`src/hdl/sciec_pkg.sv`:
```
// Purpose: constants for the interrupt-enable mask of the clock and
//          supply controller (offsets, field positions, reset values)
// Assumes: one 50 MHz clock mclk, synchronous active-low reset
// Notes:   offsets, reset values, size codes and field positions are named here once
//
// Overview of operation
// - byte, halfword and word accesses all accepted
// - each byte lane and half written alone
// - guard protection blocks enable register writes
// - source flags synchronised before taking effect
// - writing ones to clear register disables sources
// - one enable set seen through both registers
// - unused bits always read back as zero
// - writing zero leaves an enable unchanged
// - enabled source with flag set raises request
// - phase loop enables at bits 17..15
// - brownout enables at bits 11..9
// - freq loop enables at bits 8..6
// - freq loop bounds bit5, ready bit4
// - fast rc bit3, slow rc bit2
// - slow crystal bit1, crystal bit0
package sciec_pkg;

   // bus geometry
   localparam int ADDR_W = 8;   // byte address width
   localparam int DATA_W = 32;  // data width
   localparam int FLAG_W = 18;  // source flag inputs, bits 17..0

   // register offsets (byte addresses)
   localparam logic [7:0] OFF_ENABLE_CLEAR = 8'h00;
   localparam logic [7:0] OFF_ENABLE_SET   = 8'h04;
   localparam logic [7:0] OFF_FLAG_STATUS  = 8'h08;

   // reset values
   localparam logic [31:0] RST_ENABLE = 32'h0000_0000;
   localparam logic [31:0] RST_STATUS = 32'h0000_0000;
   localparam logic [31:0] RST_RDATA  = 32'h0000_0000;

   // access size codes on the bus
   localparam logic [1:0] SIZE_BYTE = 2'h0;
   localparam logic [1:0] SIZE_HALF = 2'h1;
   localparam logic [1:0] SIZE_WORD = 2'h2;

   // enable field positions
   localparam int POS_PHASE_LOOP_TIMEOUT   = 17;
   localparam int POS_PHASE_LOOP_LOCK_FALL = 16;
   localparam int POS_PHASE_LOOP_LOCK_RISE = 15;
   localparam int POS_BROWNOUT_SYNC_READY  = 11;
   localparam int POS_BROWNOUT_DETECT      = 10;
   localparam int POS_BROWNOUT_READY       = 9;
   localparam int POS_FREQ_LOOP_REF_STOP   = 8;
   localparam int POS_FREQ_LOOP_COARSE     = 7;
   localparam int POS_FREQ_LOOP_FINE       = 6;
   localparam int POS_FREQ_LOOP_OOB        = 5;
   localparam int POS_FREQ_LOOP_READY      = 4;
   localparam int POS_FAST_RC_OSC_READY    = 3;
   localparam int POS_SLOW_RC_OSC_READY    = 2;
   localparam int POS_SLOW_CRYSTAL_READY   = 1;
   localparam int POS_CRYSTAL_OSC_READY    = 0;

endpackage : sciec_pkg

```
`src/hdl/sciec_sync.sv`:
```
// Purpose: two-flop synchroniser for a vector of level signals
// Assumes: each bit is a slow level, no bus coherency needed
// Notes:   first stage feeds only the second stage
`timescale 1ns/1ps

module sciec_sync #(
   parameter int WIDTH = 1   // number of bits carried
) (
   input  wire logic             mclk,
   input  wire logic             rst_n,
   input  wire logic [WIDTH-1:0] asyncIn,
   output logic      [WIDTH-1:0] syncOut
);

   logic [WIDTH-1:0] stage1_q;  // metastable catch stage
   logic [WIDTH-1:0] stage2_q;  // settled stage

   // two flops, cleared by reset
   always_ff @(posedge mclk) begin
      if (!rst_n) begin
         stage1_q <= '0;
         stage2_q <= '0;
      end else begin
         stage1_q <= asyncIn;
         stage2_q <= stage1_q;
      end
   end

   assign syncOut = stage2_q;

endmodule // sciec_sync

```
`src/hdl/sciec_lanes.sv`:
```
// Purpose: byte-lane selection from access size and low address bits
// Assumes: byte lanes sit in place on the 32-bit data bus
// Notes:   a misaligned access yields no lanes; a misaligned write is ignored, a read is not
`timescale 1ns/1ps

module sciec_lanes (
   input  wire logic [1:0] addrLow,
   input  wire logic [1:0] accSize,
   output logic      [3:0] laneMask,
   output logic            aligned
);

   wire logic isByte;   // byte access
   wire logic isHalf;   // halfword access
   wire logic isWord;   // word access
   wire logic [3:0] byteLanes;  // one lane of four
   wire logic [3:0] halfLanes;  // low or high half

   assign isByte = (accSize == sciec_pkg::SIZE_BYTE);
   assign isHalf = (accSize == sciec_pkg::SIZE_HALF);
   assign isWord = (accSize == sciec_pkg::SIZE_WORD);

   // one-hot lane for bytes, pair for halves
   assign byteLanes = 4'h1 << addrLow;
   assign halfLanes = addrLow[1] ? 4'hc : 4'h3;

   // halves need even address, words need aligned address
   assign aligned = isByte
                  | (isHalf & ~addrLow[0])
                  | (isWord & (addrLow == 2'h0));

   assign laneMask = !aligned ? 4'h0
                   : isByte ? byteLanes
                   : isHalf ? halfLanes
                   : 4'hf;

endmodule // sciec_lanes

```
`src/hdl/sciec_top.sv`:
```
// Purpose: interrupt-enable mask with clear and set views, sticky
//          source flag status and one combined interrupt request
// Assumes: register port on mclk, source flags from other domains,
//          access guard level from logic on mclk
// Notes:   read data stand one cycle after the read strobe only
`timescale 1ns/1ps

module sciec_top (
   input  wire logic        mclk,
   input  wire logic        rst_n,
   input  wire logic [7:0]  busAddr,
   input  wire logic [1:0]  busSize,
   input  wire logic [31:0] busWrData,
   input  wire logic        busWrStrobe,
   input  wire logic        busRdStrobe,
   output logic      [31:0] busRdData,
   input  wire logic        accessGuardProtect,
   input  wire logic [17:0] srcFlag,
   output logic             irq
);

   // ------------------------------------------------------------
   // register state
   // ------------------------------------------------------------
   logic [31:0] enable_q;     // shared enable bits
   logic [31:0] enable_d;     // next enable bits
   logic [31:0] status_q;     // sticky source flags
   logic [31:0] status_d;     // next sticky flags
   logic [31:0] rdData_q;     // registered read data
   logic [31:0] rdData_d;     // next read data
   logic        irq_q;        // registered request
   logic        irq_d;        // next request

   // ------------------------------------------------------------
   // decode wires
   // ------------------------------------------------------------
   wire logic [7:0]  wordAddr;   // address with lane bits dropped
   wire logic [3:0]  laneMask;   // lanes of this access
   wire logic        aligned;    // access shape is legal
   wire logic [31:0] laneBits;   // lanes widened to bits
   wire logic [31:0] implBits;   // implemented enable positions
   wire logic [31:0] wrBits;     // written ones in live lanes
   wire logic        hitClear;   // clear view addressed
   wire logic        hitSet;     // set view addressed
   wire logic        hitStatus;  // flag status addressed
   wire logic        enWrAllow;  // enable write not blocked
   wire logic        clrWrite;   // effective clear write
   wire logic        setWrite;   // effective set write
   wire logic        stsWrite;   // effective status write
   wire logic [17:0] flagSync;   // synchronised source flags
   wire logic [31:0] flagBits;   // flags at register positions
   wire logic [31:0] rdSelect;   // read data selected now

   // implemented positions; everything else is reserved
   assign implBits =
        (32'h1 << sciec_pkg::POS_PHASE_LOOP_TIMEOUT)
      | (32'h1 << sciec_pkg::POS_PHASE_LOOP_LOCK_FALL)
      | (32'h1 << sciec_pkg::POS_PHASE_LOOP_LOCK_RISE)
      | (32'h1 << sciec_pkg::POS_BROWNOUT_SYNC_READY)
      | (32'h1 << sciec_pkg::POS_BROWNOUT_DETECT)
      | (32'h1 << sciec_pkg::POS_BROWNOUT_READY)
      | (32'h1 << sciec_pkg::POS_FREQ_LOOP_REF_STOP)
      | (32'h1 << sciec_pkg::POS_FREQ_LOOP_COARSE)
      | (32'h1 << sciec_pkg::POS_FREQ_LOOP_FINE)
      | (32'h1 << sciec_pkg::POS_FREQ_LOOP_OOB)
      | (32'h1 << sciec_pkg::POS_FREQ_LOOP_READY)
      | (32'h1 << sciec_pkg::POS_FAST_RC_OSC_READY)
      | (32'h1 << sciec_pkg::POS_SLOW_RC_OSC_READY)
      | (32'h1 << sciec_pkg::POS_SLOW_CRYSTAL_READY)
      | (32'h1 << sciec_pkg::POS_CRYSTAL_OSC_READY);

   // byte lanes from size and low address
   sciec_lanes u_lanes (
      .addrLow  (busAddr[1:0]),
      .accSize  (busSize),
      .laneMask (laneMask),
      .aligned  (aligned)
   );

   // widen lanes so a byte or half touches only its own bits
   assign laneBits = {{8{laneMask[3]}}, {8{laneMask[2]}},
                      {8{laneMask[1]}}, {8{laneMask[0]}}};

   // only ones in live, implemented lanes act
   assign wrBits = busWrData & laneBits & implBits;

   // word decode ignores the lane bits of the address
   assign wordAddr  = {busAddr[7:2], 2'h0};
   assign hitClear  = (wordAddr == sciec_pkg::OFF_ENABLE_CLEAR);
   assign hitSet    = (wordAddr == sciec_pkg::OFF_ENABLE_SET);
   assign hitStatus = (wordAddr == sciec_pkg::OFF_FLAG_STATUS);

   // guard protection blocks both enable views
   assign enWrAllow = ~accessGuardProtect;

   assign clrWrite = busWrStrobe & hitClear & aligned & enWrAllow;
   assign setWrite = busWrStrobe & hitSet & aligned & enWrAllow;
   assign stsWrite = busWrStrobe & hitStatus & aligned;

   // ------------------------------------------------------------
   // source flags cross into mclk before they can set status
   // ------------------------------------------------------------
   sciec_sync #(
      .WIDTH (sciec_pkg::FLAG_W)
   ) u_sync (
      .mclk    (mclk),
      .rst_n   (rst_n),
      .asyncIn (srcFlag),
      .syncOut (flagSync)
   );

   // flags sit at the same positions as their enables
   assign flagBits = {14'h0, flagSync} & implBits;

   // ------------------------------------------------------------
   // next-state logic
   // ------------------------------------------------------------

   // one set of enable bits behind two views
   always_comb begin
      enable_d = enable_q;
      if (clrWrite) begin
         // ones clear, zeros keep
         enable_d = enable_q & ~wrBits;
      end else if (setWrite) begin
         // ones set, zeros keep
         enable_d = enable_q | wrBits;
      end
   end

   // sticky flags: a new flag wins over a one-to-clear
   always_comb begin
      status_d = status_q;
      if (stsWrite) begin
         status_d = status_q & ~wrBits;
      end
      status_d = status_d | flagBits;
   end

   // request: any flag whose enable is set
   assign irq_d = |(status_q & enable_q);

   // read mux; reserved bits are zero in every view
   assign rdSelect = (hitClear | hitSet) ? (enable_q & implBits)
                   : hitStatus ? (status_q & implBits)
                   : sciec_pkg::RST_RDATA;

   // data valid only in the cycle after the strobe
   assign rdData_d = busRdStrobe ? rdSelect
                                 : sciec_pkg::RST_RDATA;

   // ------------------------------------------------------------
   // state registers
   // ------------------------------------------------------------

   // enable bits
   always_ff @(posedge mclk) begin
      if (!rst_n) begin
         enable_q <= sciec_pkg::RST_ENABLE;
      end else begin
         enable_q <= enable_d;
      end
   end

   // sticky flags
   always_ff @(posedge mclk) begin
      if (!rst_n) begin
         status_q <= sciec_pkg::RST_STATUS;
      end else begin
         status_q <= status_d;
      end
   end

   // read data and request
   always_ff @(posedge mclk) begin
      if (!rst_n) begin
         rdData_q <= sciec_pkg::RST_RDATA;
         irq_q    <= 1'b0;
      end else begin
         rdData_q <= rdData_d;
         irq_q    <= irq_d;
      end
   end

   assign busRdData = rdData_q;
   assign irq       = irq_q;

   // ------------------------------------------------------------
   // checks
   // ------------------------------------------------------------

   // word clear write drops every written implemented bit
   clear_word_a: assert property (
      @(posedge mclk) disable iff (!rst_n)
      (busWrStrobe && !accessGuardProtect
       && busAddr == sciec_pkg::OFF_ENABLE_CLEAR
       && busSize == sciec_pkg::SIZE_WORD)
      |=> ((enable_q & $past(busWrData)) == 32'h0))
      else $error("clear write left an enable set");

   // protected writes leave the enables untouched
   guard_block_a: assert property (
      @(posedge mclk) disable iff (!rst_n)
      (busWrStrobe && accessGuardProtect
       && (hitClear || hitSet))
      |=> $stable(enable_q))
      else $error("protected write changed enables");

   // zeros written to clear keep their bits
   zero_keep_a: assert property (
      @(posedge mclk) disable iff (!rst_n)
      (busWrStrobe && hitClear)
      |=> ((enable_q & ~$past(busWrData))
           == ($past(enable_q) & ~$past(busWrData))))
      else $error("zero written changed an enable");

   // both views read the same enable bits
   shared_view_a: assert property (
      @(posedge mclk) disable iff (!rst_n)
      (busRdStrobe && (hitClear || hitSet) && !busWrStrobe)
      |=> (busRdData == $past(enable_q)))
      else $error("enable view mismatch");

   // set then read back through the clear view
   set_to_clear_a: assert property (
      @(posedge mclk) disable iff (!rst_n)
      (busWrStrobe && !accessGuardProtect
       && busAddr == sciec_pkg::OFF_ENABLE_SET
       && busSize == sciec_pkg::SIZE_WORD && busWrData[0])
      ##1 !busWrStrobe
      ##1 (busRdStrobe && busAddr == sciec_pkg::OFF_ENABLE_CLEAR)
      |=> busRdData[0])
      else $error("set not visible in clear view");

   // reserved ranges never read back as one
   reserved_zero_a: assert property (
      @(posedge mclk) disable iff (!rst_n)
      (busRdData[31:18] == 14'h0) && (busRdData[14:12] == 3'h0))
      else $error("reserved bits read as one");

   // a byte write to lane 2 clears bit 17 only
   byte_lane_a: assert property (
      @(posedge mclk) disable iff (!rst_n)
      (busWrStrobe && !accessGuardProtect
       && busAddr == 8'h02 && busSize == sciec_pkg::SIZE_BYTE
       && busWrData[17])
      |=> (!enable_q[17]
           && enable_q[16:0] == $past(enable_q[16:0])))
      else $error("byte lane write misplaced");

   // a halfword to the low half leaves the high half
   half_lane_a: assert property (
      @(posedge mclk) disable iff (!rst_n)
      (busWrStrobe && hitClear && busAddr[1:0] == 2'h0
       && busSize == sciec_pkg::SIZE_HALF)
      |=> (enable_q[31:16] == $past(enable_q[31:16])))
      else $error("halfword write hit high half");

   // held flag with enable reaches the request in four cycles
   flag_to_irq_a: assert property (
      @(posedge mclk) disable iff (!rst_n)
      (srcFlag[sciec_pkg::POS_BROWNOUT_DETECT]
       && enable_q[sciec_pkg::POS_BROWNOUT_DETECT]) [*4] |=> irq)
      else $error("enabled flag raised no request");

   // no enables, no request
   masked_quiet_a: assert property (
      @(posedge mclk) disable iff (!rst_n)
      (enable_q == 32'h0) |=> !irq)
      else $error("request with all sources disabled");

   // flag arriving during its clear stays set
   set_wins_a: assert property (
      @(posedge mclk) disable iff (!rst_n)
      (stsWrite && busWrData[sciec_pkg::POS_BROWNOUT_DETECT]
       && flagSync[sciec_pkg::POS_BROWNOUT_DETECT])
      |=> status_q[sciec_pkg::POS_BROWNOUT_DETECT])
      else $error("flag lost to a clear");

   // read data stand one cycle only
   rd_single_a: assert property (
      @(posedge mclk) disable iff (!rst_n)
      !busRdStrobe |=> (busRdData == 32'h0))
      else $error("read data outside read cycle");

   // a word set write raises every written implemented bit
   set_word_a: assert property (
      @(posedge mclk) disable iff (!rst_n)
      (setWrite && busSize == sciec_pkg::SIZE_WORD)
      |=> ((enable_q & $past(busWrData) & implBits)
           == ($past(busWrData) & implBits)))
      else $error("set write left an enable clear");

   // enables move only on an allowed write to a view
   enable_hold_a: assert property (
      @(posedge mclk) disable iff (!rst_n)
      !(clrWrite || setWrite) |=> $stable(enable_q))
      else $error("enables changed without a write");

   // a clear write never raises an enable
   clear_falls_a: assert property (
      @(posedge mclk) disable iff (!rst_n)
      clrWrite |=> ((enable_q & ~$past(enable_q)) == 32'h0))
      else $error("clear write raised an enable");

   // a high half write leaves the low half
   half_high_a: assert property (
      @(posedge mclk) disable iff (!rst_n)
      (busWrStrobe && hitClear && busAddr[1:0] == 2'h2
       && busSize == sciec_pkg::SIZE_HALF)
      |=> (enable_q[15:0] == $past(enable_q[15:0])))
      else $error("halfword write hit low half");

   // a byte to lane 1 leaves lanes 0, 2 and 3
   byte_mid_a: assert property (
      @(posedge mclk) disable iff (!rst_n)
      (busWrStrobe && hitClear && busAddr[1:0] == 2'h1
       && busSize == sciec_pkg::SIZE_BYTE)
      |=> (enable_q[31:16] == $past(enable_q[31:16])
           && enable_q[7:0] == $past(enable_q[7:0])))
      else $error("byte write hit another lane");

   // status bits hold until written with a one
   status_hold_a: assert property (
      @(posedge mclk) disable iff (!rst_n)
      !stsWrite |=> ((status_q & $past(status_q)) == $past(status_q)))
      else $error("status bit lost without a clear");

   // a synchronised flag always lands in the status
   flag_status_a: assert property (
      @(posedge mclk) disable iff (!rst_n)
      (|flagBits) |=> ((status_q & $past(flagBits)) == $past(flagBits)))
      else $error("synchronised flag not in status");

   // a flag needs both flops before it is seen
   sync_rise_a: assert property (
      @(posedge mclk) disable iff (!rst_n)
      $rose(flagSync[sciec_pkg::POS_BROWNOUT_DETECT])
      |-> $past(srcFlag[sciec_pkg::POS_BROWNOUT_DETECT], 2))
      else $error("flag crossed in under two cycles");

   // any unmasked status bit drives the request next cycle
   irq_or_a: assert property (
      @(posedge mclk) disable iff (!rst_n)
      (|(status_q & enable_q)) |=> irq)
      else $error("unmasked status raised no request");

   // a status read returns the sticky flags
   status_read_a: assert property (
      @(posedge mclk) disable iff (!rst_n)
      (busRdStrobe && hitStatus && !busWrStrobe)
      |=> (busRdData == $past(status_q)))
      else $error("status read mismatch");

endmodule // sciec_top

```
`config.mk`:
```
export PLATFORM = sky130hd
export DESIGN_NAME = sciec_top
export DESIGN_NICKNAME = d
export VERILOG_FILES = /design/src/hdl/sciec_pkg.sv /design/src/hdl/sciec_sync.sv /design/src/hdl/sciec_lanes.sv /design/src/hdl/sciec_top.sv
export SDC_FILE = /design/constraint.sdc
export NUM_CORES = 1
export LEC_CHECK = 0
export BUFFER_PORTS_ARGS = -buffer_cell sky130_fd_sc_hd__clkbuf_2
export CAP_MARGIN = 20
export CORE_MARGIN = 1
export CORE_UTILIZATION = 34
export DETAILED_ROUTE_END_ITERATION = 8
export REMOVE_ABC_BUFFERS = 1
export SLEW_MARGIN = 25
export SYNTH_ARGS = -nofsm -noshare
export SYNTH_HDL_FRONTEND = slang
export SYNTH_HIERARCHICAL = 1
export SYNTH_SLANG_ARGS = --single-unit
export TNS_END_PERCENT = 100
```
`constraint.sdc`:
```
create_clock -name mclk -period 1.8 [get_ports mclk]
set_input_delay 0.18 -clock mclk [delete_from_list [all_inputs] [get_ports mclk]]
set_output_delay 0.18 -clock mclk [all_outputs]
set_load 0.03 [all_outputs]
```
==> flow_summary.ini <==
[run_status]
outcome = complete, no violations

[routing]
routed-via-count = 2362
post-route-drc-count = 0
detail_routed_via_count_per_cell = 4.85
final_antenna_net_count = 0
routed_wl_um = 6590
wire_per_inst_um = 13.5
drt_first_iter_violations = 162
drt-pass1-iter-count = 4

[clock_network]
cts-buffers-inserted = 9
post_cts.resized_instances = 0
tritoncts = done
clk_transition_reported_paths_ns = 0.08
cts-root-buf = clkbuf_8
hold_buffers = 0
max_h_tree_level = 3
clk_path_buf_depth = 2
cts_setup_buffers = 0
numClockSinks = 76
clk-insertion-delay-late_ns = 0.35

[global_routing]
via_count_of_the_first_global_routing_pass = 2270
grt_usage = 0.156
maximum_number_of_pins_on_one_net_before_global_route_repair = 46
global_route_wire_length_before_repair_um = 10800
global_route.overflow_total = 0
grt_antenna_before_repair = 0

[synth]
avgSynthCellArea_sq_um = 9.35
ys_warn_count = 6
mappedNetlistArea_sq_mm = 0.00299
synthCells = 320

[sta]
final_critical_path_setup_slack_ns = 0.590
setup_violations = 0
finalWorstPathRequiredPeriod_ns = 1.21
hold_vio_cnt_final = 0
setup_tns_ns = 0
fin_skew_ns = 0.00572
fmax_mhz = 826
worst_hold_slack_ns = 0.0405
timing.final.max_slew_violations = 0
period_utilization_post_route = 0.672
actual_slew_at_the_worst_max_slew_pin_ns = 0.573
headroom_to_the_max_slew_limit = 0.617
rsz0062_at_grt = no

[final_layout]
post_route_cells_drive_above_1_share = 0.306
antenna_cells_inserted = 0
syn2layout_area_growth_pct = 19.7
fin_nets = 442
ff_latch_area_sq_mm = 0.00152
final_common_cell = dfxtp_1
mostFrequentLayoutCells = dfxtp_1 (76), clkbuf_2 (60), nand2_1 (32)
nFillCells = 846
multi_input_area_sq_mm = 0.00132
post-route-util = 0.428

[setup_path]
path_class = primary input to flip-flop
arrival_ns = 1.41
cp-end-kind = flip-flop
timing.critical_path.fanout_max = 10
standard_cell_with_the_maximum_stage_delay_on_the_critical_path = or4b_1
critical-path-max-stage-delay_ns = 0.52
startpoint_type = primary input
crit_chain = clkbuf_2 -> or4b_1 -> o31ai_1 -> buf_4 -> nand4_1 -> mux2i_1
worstPathRequired_ns = 2.00

[pwr]
power_density_mw_per_mm2 = 959
leakage_uw = 0.00154
vdd_drop_max_mv = 0.534

[floorplanning]
floorplan.die.width_um = 95.8
fp.dieArea_sq_mm = 0.00918
chipHeight_um = 95.8
start_util = 0.357
core-area_sq_mm = 0.00838
placement_rows = 33
ioPinCount = 98

[placement]
routabilityCongestion = 0.730
placement.io_buffers = 60
hpwl_um = 4360
post-place-ws_ns = 0.232

[hold_path]
tightest_hold_check_type = primary input to flip-flop

[job]
maxCapViolCount = 0
==> power breakdown <==
part	total [uW]	switching (uW)	internal [uW]
clock network	1430	611	815
logic	259	162	96.2
registers	1750	23.5	1730
total	3440	797	2640
==> per-layer routing <==
layer | GRT usage | routed length, um | vias up
met2 | 0.252 | 3040 | 101
met1 | 0.195 | 2940 | 1073
li1 | - | - | 1183
met3 | 0.0482 | 564 | 5
met5 | 0 | 0 | -
met4 | 0.0597 | 48 | 0
==> cell type report <==
type                            count  share of cell area
Timing Repair Buffer               68               0.108
Tap cell                          105              0.0367
Clock inverter                      6              0.0244
Sequential cell                    76               0.425
Multi-Input combinational cell    222               0.368
Clock buffer                       10              0.0384
==> critical path, delay by kind of cell <==
| kind | cells | cell delay (ns) |
|---|---|---|
| and+or+nand+nor | 2 | 0.63 |
| buffers and inverters | 2 | 0.37 |
| muxes | 1 | 0.14 |
| AOI/OAI and AO/OA | 1 | 0.10 |
==> final timing paths <==
| check | to | depth (start not counted) | slack (ns) | start |
|---|---|---|---|---|
| worst max-delay path | flip-flop | 6 | 0.59 | busSize[0] |
| worst min-delay path | u_sync/stage1_q[6] | 2 | 0.04 | srcFlag[6] |
| worst max register to register | irq | 3 | 0.62 | status_q[3] |
| worst min register to register | u_sync/syncOut[17] | 1 | 0.44 | u_sync/stage1_q[17] |
==> stage by stage <==
stage,instance area (sq um),cells,total power [uW]
after floorplan,2840,298,1920
after global placement,3360,471,2050
after detailed placement,3360,471,2050
after CTS,3580,487,3480
after global routing,3580,487,3590
final,3580,487,3440
(Power assumes the default switching activity.)
